==> src/rtl/encnode_pkg.sv <==
// constants, types and frame carrier shared by the encoder node design
package encnode_pkg;

    // ------------------------------------------------------------
    // clock and timing
    // ------------------------------------------------------------
    localparam int CLK_HZ = 40_000_000;
    localparam int US_PER_S = 1_000_000;
    localparam int MS_PER_S = 1_000;
    localparam int MEAS_LIMIT_US = 100;
    // longest time: rounds down, 4000 cycles
    localparam int MEAS_CYCLES = CLK_HZ / US_PER_S * MEAS_LIMIT_US;
    // one millisecond, default of the top-level divider parameter
    localparam int MS_CYCLES_DEF = CLK_HZ / MS_PER_S;

    // ------------------------------------------------------------
    // bus identifiers and state command codes
    // ------------------------------------------------------------
    localparam logic [10:0] ID_NMT = 11'h000;
    localparam logic [10:0] ID_SYNC = 11'h080;
    localparam logic [10:0] ID_PDO_BASE = 11'h180;
    localparam logic [10:0] ID_PDO_STEP = 11'h100;
    localparam logic [10:0] ID_BOOT = 11'h700;
    localparam logic [7:0] NODE_ALL = 8'h00;
    localparam logic [7:0] CMD_START = 8'h01;
    localparam logic [7:0] CMD_STOP = 8'h02;
    localparam logic [7:0] CMD_PREOP = 8'h80;
    localparam logic [7:0] CMD_RST_NODE = 8'h81;
    localparam logic [7:0] CMD_RST_COMM = 8'h82;
    localparam logic [3:0] DLC_NMT = 4'h2;
    localparam logic [3:0] DLC_BOOT = 4'h1;
    localparam logic [3:0] DLC_PDO = 4'h4;

    // ------------------------------------------------------------
    // register map (byte addresses) and reset values
    // ------------------------------------------------------------
    localparam logic [7:0] ADDR_CTRL = 8'h00;
    localparam logic [7:0] ADDR_CYCLE = 8'h04;
    localparam logic [7:0] ADDR_SYNC = 8'h08;
    localparam logic [7:0] ADDR_PRESET = 8'h0C;
    localparam logic [7:0] ADDR_STATUS = 8'h10;
    localparam logic [7:0] ADDR_POS_BASE = 8'h14;
    localparam logic [7:0] ADDR_STEP = 8'h04;
    localparam int CTRL_NODE_LSB = 0;
    localparam int CTRL_MODE_LSB = 8;
    localparam int STAT_STALE_LSB = 8;
    localparam logic [6:0] NODE_RST = 7'h01;
    localparam logic [15:0] CYCLE_RST = 16'h0063; // period minus one ms
    localparam logic [7:0] SYNC_TYPE_RST = 8'h01;
    localparam logic [31:0] PRESET_RST = 32'h00000000;

    // ------------------------------------------------------------
    // types
    // ------------------------------------------------------------
    typedef enum logic [1:0] {MODE_POLL, MODE_CYCLIC, MODE_SYNC} tx_mode_t;
    typedef enum logic [1:0] {ST_BOOT, ST_PREOP, ST_OPER, ST_STOP} node_state_t;

    typedef struct packed {
        logic [10:0] id;
        logic rtr;
        logic [3:0] dlc;
        logic [63:0] data; // byte 0 in bits 7:0
    } can_frame_t;

endpackage

==> src/rtl/pos_channel.sv <==
// one encoder channel: synchronised position capture, preset and age watch
`timescale 1ns/1ps
module pos_channel
    import encnode_pkg::*;
#(
    parameter int W = 32
) (
    input wire logic clk,
    input wire logic rstn,
    input wire logic toggle_in,
    input wire logic [W-1:0] raw_in,
    input wire logic [W-1:0] preset,
    output logic [W-1:0] pos,
    output logic stale
);

    // ------------------------------------------------------------
    // state
    // ------------------------------------------------------------
    typedef struct packed {
        logic tg_s1;
        logic tg_s2;
        logic tg_s3;
        logic [W-1:0] d_s1;
        logic [W-1:0] d_s2;
        logic [W-1:0] pos;
        logic [12:0] age;
        logic stale;
    } ch_t;

    localparam logic [12:0] AGE_MAX = 13'(MEAS_CYCLES);

    ch_t c_r;
    ch_t c_nxt;

    // sample pins, catch a new measurement on each toggle edge
    always_comb begin
        c_nxt = c_r;
        c_nxt.tg_s1 = toggle_in;
        c_nxt.tg_s2 = c_r.tg_s1;
        c_nxt.tg_s3 = c_r.tg_s2;
        c_nxt.d_s1 = raw_in;
        c_nxt.d_s2 = c_r.d_s1;
        if (c_r.tg_s2 != c_r.tg_s3) begin
            c_nxt.pos = c_r.d_s2 + preset;
            c_nxt.age = '0;
            c_nxt.stale = 1'b0;
        end else if (c_r.age >= AGE_MAX) begin
            c_nxt.stale = 1'b1;
        end else begin
            c_nxt.age = c_r.age + 13'h0001;
        end
    end

    // register the channel state
    always_ff @(posedge clk or negedge rstn) begin
        if (!rstn) begin
            c_r <= '0;
        end else begin
            c_r <= c_nxt;
        end
    end

    assign pos = c_r.pos;
    assign stale = c_r.stale;

endmodule

==> src/rtl/encnode_top.sv <==
// state machine and position transmission of the encoder network node
//
// The APB register port and the placing of the registers were decided locally.
`timescale 1ns/1ps
module encnode_top
    import encnode_pkg::*;
#(
    parameter int NCH = 2,
    parameter int POS_W = 32,
    parameter int MS_CYCLES = MS_CYCLES_DEF
) (
    input wire logic clk,
    input wire logic rstn,
    input wire logic psel,
    input wire logic penable,
    input wire logic pwrite,
    input wire logic [7:0] paddr,
    input wire logic [31:0] pwdata,
    output logic [31:0] prdata,
    output logic pready,
    output logic pslverr,
    input wire logic rx_valid,
    input wire can_frame_t rx_frame,
    output logic tx_valid,
    output can_frame_t tx_frame,
    input wire logic tx_ready,
    input wire logic [NCH-1:0] pos_toggle,
    input wire logic [NCH-1:0][POS_W-1:0] pos_raw,
    output node_state_t node_state,
    output logic sdo_enable,
    output logic [NCH-1:0] pos_stale
);

    // ------------------------------------------------------------
    // state
    // ------------------------------------------------------------
    localparam int DIV_W = $clog2(MS_CYCLES + 1);
    localparam logic [DIV_W-1:0] DIV_LAST = DIV_W'(MS_CYCLES - 1);

    typedef struct packed {
        node_state_t st;
        logic [6:0] node;
        tx_mode_t mode;
        logic [15:0] cyc_per;
        logic [7:0] sync_type;
        logic [POS_W-1:0] preset;
        logic [DIV_W-1:0] div;
        logic [15:0] ms_cnt;
        logic [7:0] sync_cnt;
        logic [NCH-1:0] pend;
        logic boot_pend;
        logic tx_valid;
        can_frame_t tx;
        logic pready;
        logic pslverr;
        logic [31:0] prdata;
        logic sdo_en;
    } node_t;

    node_t s_r;
    node_t s_nxt;

    logic [NCH-1:0][POS_W-1:0] ch_pos;
    logic [NCH-1:0] ch_stale;

    // ------------------------------------------------------------
    // encoder channels
    // ------------------------------------------------------------
    for (genvar g = 0; g < NCH; g++) begin : g_ch
        pos_channel #(
            .W(POS_W)
        ) u_ch (
            .clk(clk),
            .rstn(rstn),
            .toggle_in(pos_toggle[g]),
            .raw_in(pos_raw[g]),
            .preset(s_r.preset),
            .pos(ch_pos[g]),
            .stale(ch_stale[g])
        );
    end

    // identifier of a channel's position frame
    function automatic logic [10:0] pdo_id(input int ch,
                                           input logic [6:0] node);
        logic [10:0] step;
        step = 11'(ch) * ID_PDO_STEP;
        return ID_PDO_BASE + step + {4'h0, node};
    endfunction

    // ------------------------------------------------------------
    // next-state logic
    // ------------------------------------------------------------
    always_comb begin
        logic [7:0] cmd;
        logic [7:0] target;
        logic hit;
        logic tick;
        logic rst_comm;
        logic rst_node;
        logic picked;
        logic [7:0] skip;
        logic [NCH-1:0] req;
        s_nxt = s_r;
        cmd = rx_frame.data[7:0];
        target = rx_frame.data[15:8];
        hit = 1'b0;
        tick = 1'b0;
        rst_comm = 1'b0;
        rst_node = 1'b0;
        picked = 1'b0;
        req = '0;
        skip = (s_r.sync_type == 8'h00) ? SYNC_TYPE_RST : s_r.sync_type;

        // apb slave: one wait state, answer registered
        s_nxt.pready = 1'b0;
        s_nxt.pslverr = 1'b0;
        if (psel && penable && !s_r.pready) begin
            s_nxt.pready = 1'b1;
            s_nxt.prdata = '0;
            unique case (paddr)
                ADDR_CTRL: begin
                    s_nxt.prdata[CTRL_NODE_LSB +: 7] = s_r.node;
                    s_nxt.prdata[CTRL_MODE_LSB +: 2] = s_r.mode;
                    if (pwrite) begin
                        s_nxt.node = pwdata[CTRL_NODE_LSB +: 7];
                        s_nxt.mode = tx_mode_t'(pwdata[CTRL_MODE_LSB +: 2]);
                    end
                end
                ADDR_CYCLE: begin
                    s_nxt.prdata[15:0] = s_r.cyc_per;
                    if (pwrite) begin
                        s_nxt.cyc_per = pwdata[15:0];
                    end
                end
                ADDR_SYNC: begin
                    s_nxt.prdata[7:0] = s_r.sync_type;
                    if (pwrite) begin
                        s_nxt.sync_type = pwdata[7:0];
                        s_nxt.sync_cnt = '0;
                    end
                end
                ADDR_PRESET: begin
                    s_nxt.prdata[POS_W-1:0] = s_r.preset;
                    if (pwrite) begin
                        s_nxt.preset = pwdata[POS_W-1:0];
                    end
                end
                ADDR_STATUS: begin
                    s_nxt.prdata[1:0] = s_r.st;
                    s_nxt.prdata[STAT_STALE_LSB +: NCH] = ch_stale;
                end
                default: begin
                    s_nxt.pslverr = 1'b1;
                    for (int c = 0; c < NCH; c++) begin
                        if (paddr == ADDR_POS_BASE + 8'(c) * ADDR_STEP) begin
                            s_nxt.prdata[POS_W-1:0] = ch_pos[c];
                            s_nxt.pslverr = 1'b0;
                        end
                    end
                    if (pwrite) begin
                        s_nxt.pslverr = 1'b1;
                    end
                end
            endcase
        end

        // millisecond enable
        if (s_r.div == DIV_LAST) begin
            s_nxt.div = '0;
            tick = 1'b1;
        end else begin
            s_nxt.div = s_r.div + DIV_W'(1);
        end

        // received frames, each handled in one cycle
        if (rx_valid) begin
            if (rx_frame.id == ID_NMT && !rx_frame.rtr &&
                rx_frame.dlc >= DLC_NMT &&
                (target == NODE_ALL || target == {1'b0, s_r.node})) begin
                hit = 1'b1;
            end
            if (hit && s_r.st != ST_BOOT) begin
                unique case (cmd)
                    CMD_PREOP: s_nxt.st = ST_PREOP;
                    CMD_START: s_nxt.st = ST_OPER;
                    CMD_STOP: s_nxt.st = ST_STOP;
                    CMD_RST_COMM: rst_comm = 1'b1;
                    CMD_RST_NODE: rst_node = 1'b1;
                    default: ;
                endcase
            end else if (s_r.st == ST_OPER) begin
                if (rx_frame.id == ID_SYNC && !rx_frame.rtr &&
                    s_r.mode == MODE_SYNC) begin
                    if (s_r.sync_cnt + 8'h01 >= skip) begin
                        s_nxt.sync_cnt = '0;
                        req = '1;
                    end else begin
                        s_nxt.sync_cnt = s_r.sync_cnt + 8'h01;
                    end
                end
                for (int c = 0; c < NCH; c++) begin
                    if (rx_frame.rtr && s_r.mode == MODE_POLL &&
                        rx_frame.id == pdo_id(c, s_r.node)) begin
                        req[c] = 1'b1;
                    end
                end
            end
        end

        // cyclic period in whole milliseconds
        if (s_r.st == ST_OPER && s_r.mode == MODE_CYCLIC) begin
            if (tick) begin
                if (s_r.ms_cnt >= s_r.cyc_per) begin
                    s_nxt.ms_cnt = '0;
                    req = '1;
                end else begin
                    s_nxt.ms_cnt = s_r.ms_cnt + 16'h0001;
                end
            end
        end else begin
            s_nxt.ms_cnt = '0;
        end

        // transmit: bootup first, then channels in index order
        if (s_r.tx_valid && tx_ready) begin
            s_nxt.tx_valid = 1'b0;
            if (s_r.st == ST_BOOT && !s_r.boot_pend) begin
                s_nxt.st = ST_PREOP;
            end
        end
        if (!s_r.tx_valid) begin
            if (s_r.boot_pend) begin
                s_nxt.boot_pend = 1'b0;
                s_nxt.tx_valid = 1'b1;
                s_nxt.tx.id = ID_BOOT + {4'h0, s_r.node};
                s_nxt.tx.rtr = 1'b0;
                s_nxt.tx.dlc = DLC_BOOT;
                s_nxt.tx.data = '0;
            end else if (s_r.st == ST_OPER) begin
                for (int c = 0; c < NCH; c++) begin
                    if (s_r.pend[c] && !picked) begin
                        picked = 1'b1;
                        s_nxt.pend[c] = 1'b0;
                        s_nxt.tx_valid = 1'b1;
                        s_nxt.tx.id = pdo_id(c, s_r.node);
                        s_nxt.tx.rtr = 1'b0;
                        s_nxt.tx.dlc = DLC_PDO;
                        s_nxt.tx.data = 64'(ch_pos[c]);
                    end
                end
            end
        end

        // a new request beats the clear of the channel just sent
        s_nxt.pend = s_nxt.pend | req;

        // outside operational no process data is queued
        if (s_nxt.st != ST_OPER) begin
            s_nxt.pend = '0;
        end
        s_nxt.sdo_en = (s_nxt.st != ST_STOP);

        // communication or node reset: restart with bootup
        if (rst_comm || rst_node) begin
            s_nxt.st = ST_BOOT;
            s_nxt.boot_pend = 1'b1;
            s_nxt.pend = '0;
            s_nxt.mode = MODE_SYNC;
            s_nxt.cyc_per = CYCLE_RST;
            s_nxt.sync_type = SYNC_TYPE_RST;
            s_nxt.sync_cnt = '0;
            s_nxt.ms_cnt = '0;
            s_nxt.sdo_en = 1'b1;
            if (rst_node) begin
                s_nxt.preset = PRESET_RST;
            end
        end
    end

    // ------------------------------------------------------------
    // state register
    // ------------------------------------------------------------
    always_ff @(posedge clk or negedge rstn) begin
        if (!rstn) begin
            s_r <= '0;
            s_r.st <= ST_BOOT;
            s_r.node <= NODE_RST;
            s_r.mode <= MODE_SYNC;
            s_r.cyc_per <= CYCLE_RST;
            s_r.sync_type <= SYNC_TYPE_RST;
            s_r.preset <= PRESET_RST;
            s_r.boot_pend <= 1'b1;
            s_r.sdo_en <= 1'b1;
        end else begin
            s_r <= s_nxt;
        end
    end

    // ------------------------------------------------------------
    // outputs
    // ------------------------------------------------------------
    assign prdata = s_r.prdata;
    assign pready = s_r.pready;
    assign pslverr = s_r.pslverr;
    assign tx_valid = s_r.tx_valid;
    assign tx_frame = s_r.tx;
    assign node_state = s_r.st;
    assign sdo_enable = s_r.sdo_en;
    assign pos_stale = ch_stale;

endmodule

==> config.mk <==
export PLATFORM = sky130hd
export DESIGN_NAME = encnode_top
export DESIGN_NICKNAME = d
export VERILOG_FILES = /design/src/rtl/encnode_pkg.sv /design/src/rtl/pos_channel.sv /design/src/rtl/encnode_top.sv
export SDC_FILE = /design/constraint.sdc
export NUM_CORES = 1
export LEC_CHECK = 0
export BUFFER_PORTS_ARGS = -buffer_cell sky130_fd_sc_hd__buf_2
export CORE_ASPECT_RATIO = 1.75
export CORE_MARGIN = 3
export CORE_UTILIZATION = 35
export CTS_BUF_LIST = sky130_fd_sc_hd__clkbuf_4
export CTS_CLUSTER_SIZE = 24
export DETAILED_ROUTE_END_ITERATION = 16
export SETUP_SLACK_MARGIN = 0.2
export SLEW_MARGIN = 20
export SYNTH_ARGS = -nofsm -noshare
export SYNTH_HDL_FRONTEND = slang
export SYNTH_SLANG_ARGS = --single-unit
==> constraint.sdc <==
create_clock -name clk -period 2.71 [get_ports clk]
set_input_delay 0.271 -clock clk [delete_from_list [all_inputs] [get_ports clk]]
set_output_delay 0.271 -clock clk [all_outputs]
set_load 0.005 [all_outputs]
[Yosys cells after proc, flatten, opt, wreduce, memory -nomap -nowiden]
Cells that the tools add are included.
Operators by class
  add/sub/neg operators: 10
  $lt $le $gt $ge: 5
  equal/unequal tests: 27
  multiplexer cells: 82
  bitwise logic cells: 2
  reductions and logical operators: 46
Operator list (count)
  2-to-1 mux 81 bit: 4
  2-to-1 mux 58 bit: 2
  2-to-1 mux 16 bit: 6
  2-to-1 mux 32 bit: 3
  2-to-1 mux 8 bit: 11
  2-to-1 mux 84 bit: 1
  2-to-1 mux 33 bit: 2
  adder 32 bit: 2
  2-to-1 mux 2 bit: 18
  2-to-1 mux 34 bit: 1
  adder 16 x 1 -> 16 bit, second input constant: 2
  one-hot mux 16 bit (2 select lines): 1
  2-to-1 mux 14 bit: 2
  2-to-1 mux 27 bit: 1
  adder 13 x 1 -> 13 bit, second input constant: 2
  >= comparator 13 x 12 -> 1 bit, second input constant: 2
  2-to-1 mux 13 bit: 2
  one-hot mux 5 bit (5 select lines): 1
  equality test 8 x 5 -> 1 bit, second input constant: 3
  equality test 8 bit, second input constant: 3
  zero test 8 bit: 3
  equality test 11 bit: 2
  2-to-1 mux 1 bit: 22
  one-hot mux 2 bit (5 select lines): 2
  37 further kinds: 74
Storage, ports and cells
  flip-flop bits (word level): 452
  output and inout port bits: 120
  logic and storage cells: 208

[Logic depth before layout (Yosys ltp)]
  depth after elaboration: 15
  depth in mapped cells: 13
  gate-level depth less buffers: 12

[Cells and area by module]
A second synthesis with hierarchy kept.
Unflattened totals
  cells, all modules: 2262
  area total of the unflattened synthesis: 22032.4 um^2
By module, submodules not included
  encnode_top: instances 1, cells each 1207, area each 10996.8 um^2, sequential area each 4740.8 um^2
  pos_channel (g_ch[1].u_ch): instances 1, cells each 526, area each 5525.3 um^2, sequential area each 2827.7 um^2
  pos_channel (g_ch[0].u_ch): instances 1, cells each 529, area each 5510.3 um^2, sequential area each 2827.7 um^2

[Worst setup path after synthesis]
Ideal clock, no wire load.
  path kind: reg-to-reg
  from: register s_r[170] (netlist name)
  to: register g_ch[0].u_ch.c_r, in the netlist g_ch[0].u_ch.pos[30]
  library setup time: 69 ps
  data arrival time: 2897 ps
  setup slack: -256 ps
  cell stages (with the launch flop): 11
  buffers on the path: 0
  clock period less this slack: 2966 ps
  cells stage by stage: dfrtp_1 ha_1 and2_4 a221o_1 a31o_1 a221o_1 a31o_1 a41oi_2 o22ai_1 or4b_1 nand3_1
On the way
  cells in the longest elaborated chain, start to end: 1
Ends and longest elaborated chain
  adder 32 bit: RTL line pos_channel.sv:45  | c_nxt.pos = c_r.d_s2 + preset;
  to (signal assigned): RTL line pos_channel.sv:60  | c_r <= c_nxt;
  to (decl): RTL line pos_channel.sv:33  | ch_t c_r;
No other way between the ends.
A chain may end at the register's enable or synchronous reset.

[Final worst setup path]
  from: register s_r[159] (netlist name)
  to: register g_ch[0].u_ch.c_r, in the netlist g_ch[0].u_ch.pos[30]
On the way
  cells in the longest elaborated chain, start to end: 1
Ends and longest elaborated chain (RTL line)
  adder 32 bit: pos_channel.sv:45
No other way between the ends.

==> run metrics <==
status finished with violations; failing checks setup timing; Psw 3.75 mW; CTS buffer count 102; Switching Share 28.2%; # rows 116; CP peak stage delay 480 ps; first-pass GRT wire length 108,000 um; worst-margin pin slew 969 ps; EDFF count, synth 0; synthesized area 20,500 sq um; Die ar. 61,700 sq um; internal power 9.56 mW; PwrDens 477 nW/um^2; Required @ worst endpoint 3530 ps; Rel. slew slack 35.1%; WL per Instance 21.0 um; RSZ-0062 raised after global routing yes; Die Y 326 um; Highest Signal Layer met4; final net count 2,921; synthesized flop and latch total 415; overall routing resource usage 23.0%; GPL Wtd Cong 0.921; Worst Hold Class in2reg; Async S/R FF share, synth 100%; hold path depth 2; Total Wirelength 73,200 um; area share of the largest cell type after synthesis 49.5%; final hold vios 0; IO buf count 228; CTS H-tree depth 3; Max Buffers Root-to-Sink 3; Worst VDD drop 0.000268 V; Sinks on Clock Net 415; Buf+Inv Stages, Crit Path 1; Clock Power Share 37.9%; DR WL met3 3950 um; Yosys warning total 0; WP data arrival 3750 ps; Primary FF master, synth dfrtp_1; slowest CP cell or4b_1; critical path startpoint category register; Yosys cell types 71; Routed Antenna Nets 0; mean cell area of the mapped netlist 9.95 sq um; CP endpoint kind register; critical path class reg2reg; vias post-DR 17,900; vias in the first global route 18,600; Slew Limit Fails 0; CTS tree done; 1st-iter DRT viols 1,102; Post-Synthesis Cells 2,063; CP Max Fanout 2; DR pass1 iterations 5; Seq/Total Area, Yosys 50.7%; Crit path max-delay family compound AO/OA/AOI/OAI gates; core area 57,600 sq um; FMAX 341 MHz; chip width 189 um; Via-to-Cell Ratio 5.15; Max-Cap Viols 0; share of post-route cells with drive strength above 1 31.9%; worst setup margin -223 ps; dominant cell type by area after synthesis dfrtp_1; critical path depth in cells 12; root buf cell clkbuf_4; skew final 99.5 ps; Ports 313; initial antenna violation count 2; top post-synthesis cells by area dfrtp_1 (50%), ha_1 (5.7%), buf_4 (4.3%), nor2_1 (4.2%), a21oi_1 (3.9%); worst-path cell chain ha_2, inv_2, fa_2, nand2b_4, a21oi_4, or2_4, a221o_1, a31o_1, a41oi_2, o22ai_2, or4b_1, nand3_1; Register-to-Register Path Depth 12; Setup-failing EPs final 22; Pwr Total 13.3 mW; Gate power share 11.0%; P_leak 13.3 nW; largest net degree at the start of global routing 76; Reg clk slew, reported paths 70 ps; final global-route overflow total 0; clk_lat worst skew 890 ps; worst hold slack 86.1 ps; time the worst path needs with I/O delays and setup 2930 ps; hpwl dp 52,600 um; P&R area growth vs syn 35.9%; met2 WL post-DR 38,300 um; Final Cycle Share 108%; Starting Density 35.6%; Residual DRC 0; Flop pwr share 51.2%; wire length on met1 26,600 um
[power by group through the flow]
stage | Clock [mW] | Sequential [mW] | Combinational, mW
after floorplan | 0 | 6.79 | 0.673
after CTS | 5.22 | 6.80 | 1.41
final | 5.04 | 6.81 | 1.46
after detailed placement | 0 | 6.92 | 1.20
after global placement | 0 | 6.90 | 1.18
after global routing | 5.53 | 6.84 | 1.61
[sequential cells by signal, summed over array words and instances, names as in the netlist]
name,count
s_r,108
g_ch.u_ch.c_r,92
g_ch.u_ch.c_nxt,68
g_ch.u_ch.pos,64
tx_frame,43
prdata,32
g_ch.u_ch.stale,2
node_state,2
pready,1
pslverr,1
sdo_enable,1
tx_valid,1
[cell type report]
type	instances	area, sq um
Tap cell	767	960
Timing Repair Buffer	623	4880
Inverter	72	270
Clock buffer	137	1030
Multi-Input combinational cell	1419	10100
Fill cell	5441	29700
Sequential cell	415	10400
Clock inverter	41	194
Antenna cell	3	7.51
[timing repair]
| action | 4_1_cts | 5_1_grt |
|---|---|---|
| endpoints found under the setup margin | 68 | 111 |
| pin swaps | 81 | 108 |
| hold endpoints to repair | 531 | 0 |
| resized for setup | 162 | 153 |
| hold buffers | 140 | 0 |
| cloned | 3 | 3 |
| setup buffers | 28 | 23 |
[cell families (layout without fill, tap and decap cells)]
kind of cell	Yosys count	after routing	synth area share, %
buffers and inverters	263	873	6.97
DFF	415	415	50.7
other	1	38	0.0183
and+or+nand+nor	616	616	13.7
adders and majority gates	95	95	5.87
muxes	64	64	3.22
AOI/OAI and AO/OA	505	505	15.2
xor gates and xnor gates	104	104	4.44
[worst register-to-register path: stages (launching register included)]
cell	delay, ps
dfrtp_1	400
ha_2	210
inv_2	60
fa_2	210
nand2b_4	150
a21oi_4	60
or2_4	260
a221o_1	370
a31o_1	270
a41oi_2	220
o22ai_2	120
or4b_1	480
nand3_1	90
[cell usage in the layout, fill, tap and decap left out, types with 41 or more instances in the layout]
cell	Yosys	routed
a22oi_1	51	48
a21o_1	41	41
xor2_1	59	56
a21oi_1	161	128
o21ai_0	120	73
dfrtp_1	406	404
buf_2	3	227
nand2_1	178	174
inv_1	72	67
buf_4	117	202
dlygate4sd3_1	0	139
mux2i_1	48	48
nor2_1	232	202
ha_1	93	76
clkbuf_4	0	137
[final timing paths]
kind | startpoint | slack, ps | end
max | s_r[159]$_DFF_PN0_ | -220 | g_ch[0].u_ch.pos[30]$_DFFE_PN0N_
min | pos_raw[26] | 90 | g_ch[0].u_ch.c_nxt[72]$_DFF_PN0_
max reg2reg | s_r[159]$_DFF_PN0_ | -220 | g_ch[0].u_ch.pos[30]$_DFFE_PN0N_
min reg2reg | g_ch[0].u_ch.c_nxt[75]$_DFF_PN0_ | 330 | g_ch[0].u_ch.c_r[75]$_DFF_PN0_
max in group asynchronous | rstn | 1400 | s_r[174]$_DFF_PN0_
min in group asynchronous | rstn | 510 | s_r[212]$_DFFE_PN0P_
[per-stage QoR]
step	utilization, %	std cells	setup WS (ps)	instance area (sq um)	TNS [ps]
final	48.4	3477	-223	27900	-1370
after global routing	48.4	3476	-305	27900	-5190
after CTS	46.8	3448	-206	26900	-1500
after detailed placement	40.6	3099	-363	23400	-6700
after global placement	40.6	3099	-354	23400	-6040
after floorplan	-	2097	-103	20700	-103
[Yosys cell counts (4+ instances only)]
| master | instances |
|---|---|
| a211oi_1 | 13 |
| a21o_1 | 41 |
| a21oi_1 | 161 |
| a221oi_1 | 8 |
| a22o_1 | 11 |
| a22oi_1 | 51 |
| a31oi_1 | 28 |
| and2_1 | 9 |
| and3_1 | 26 |
| and4_1 | 4 |
| buf_1 | 5 |
| buf_4 | 117 |
| clkbuf_1 | 66 |
| dfrtp_1 | 406 |
| dfstp_2 | 9 |
| ha_1 | 93 |
| inv_1 | 72 |
| mux2_2 | 16 |
| mux2i_1 | 48 |
| nand2_1 | 178 |
| nand2b_1 | 14 |
| nand3_1 | 46 |
| nand4_1 | 13 |
| nor2_1 | 232 |
| nor2b_1 | 14 |
| nor3_1 | 30 |
| nor3b_1 | 5 |
| nor4_1 | 9 |
| o211ai_1 | 8 |
| o21a_1 | 8 |
| o21ai_0 | 120 |
| o21bai_1 | 10 |
| o22ai_1 | 12 |
| o31ai_1 | 7 |
| or2_2 | 9 |
| or3_1 | 8 |
| or4_1 | 5 |
| xnor2_1 | 45 |
| xor2_1 | 59 |
[layer usage]
| metal | up-vias | GRT usage, % |
|---|---|---|
| li1 | 8254 | - |
| met5 | - | 0 |
| met3 | 196 | 3.75 |
| met4 | 0 | 12.2 |
| met1 | 8778 | 25.0 |
| met2 | 687 | 42.3 |
Power figures use the tool's default switching activity.
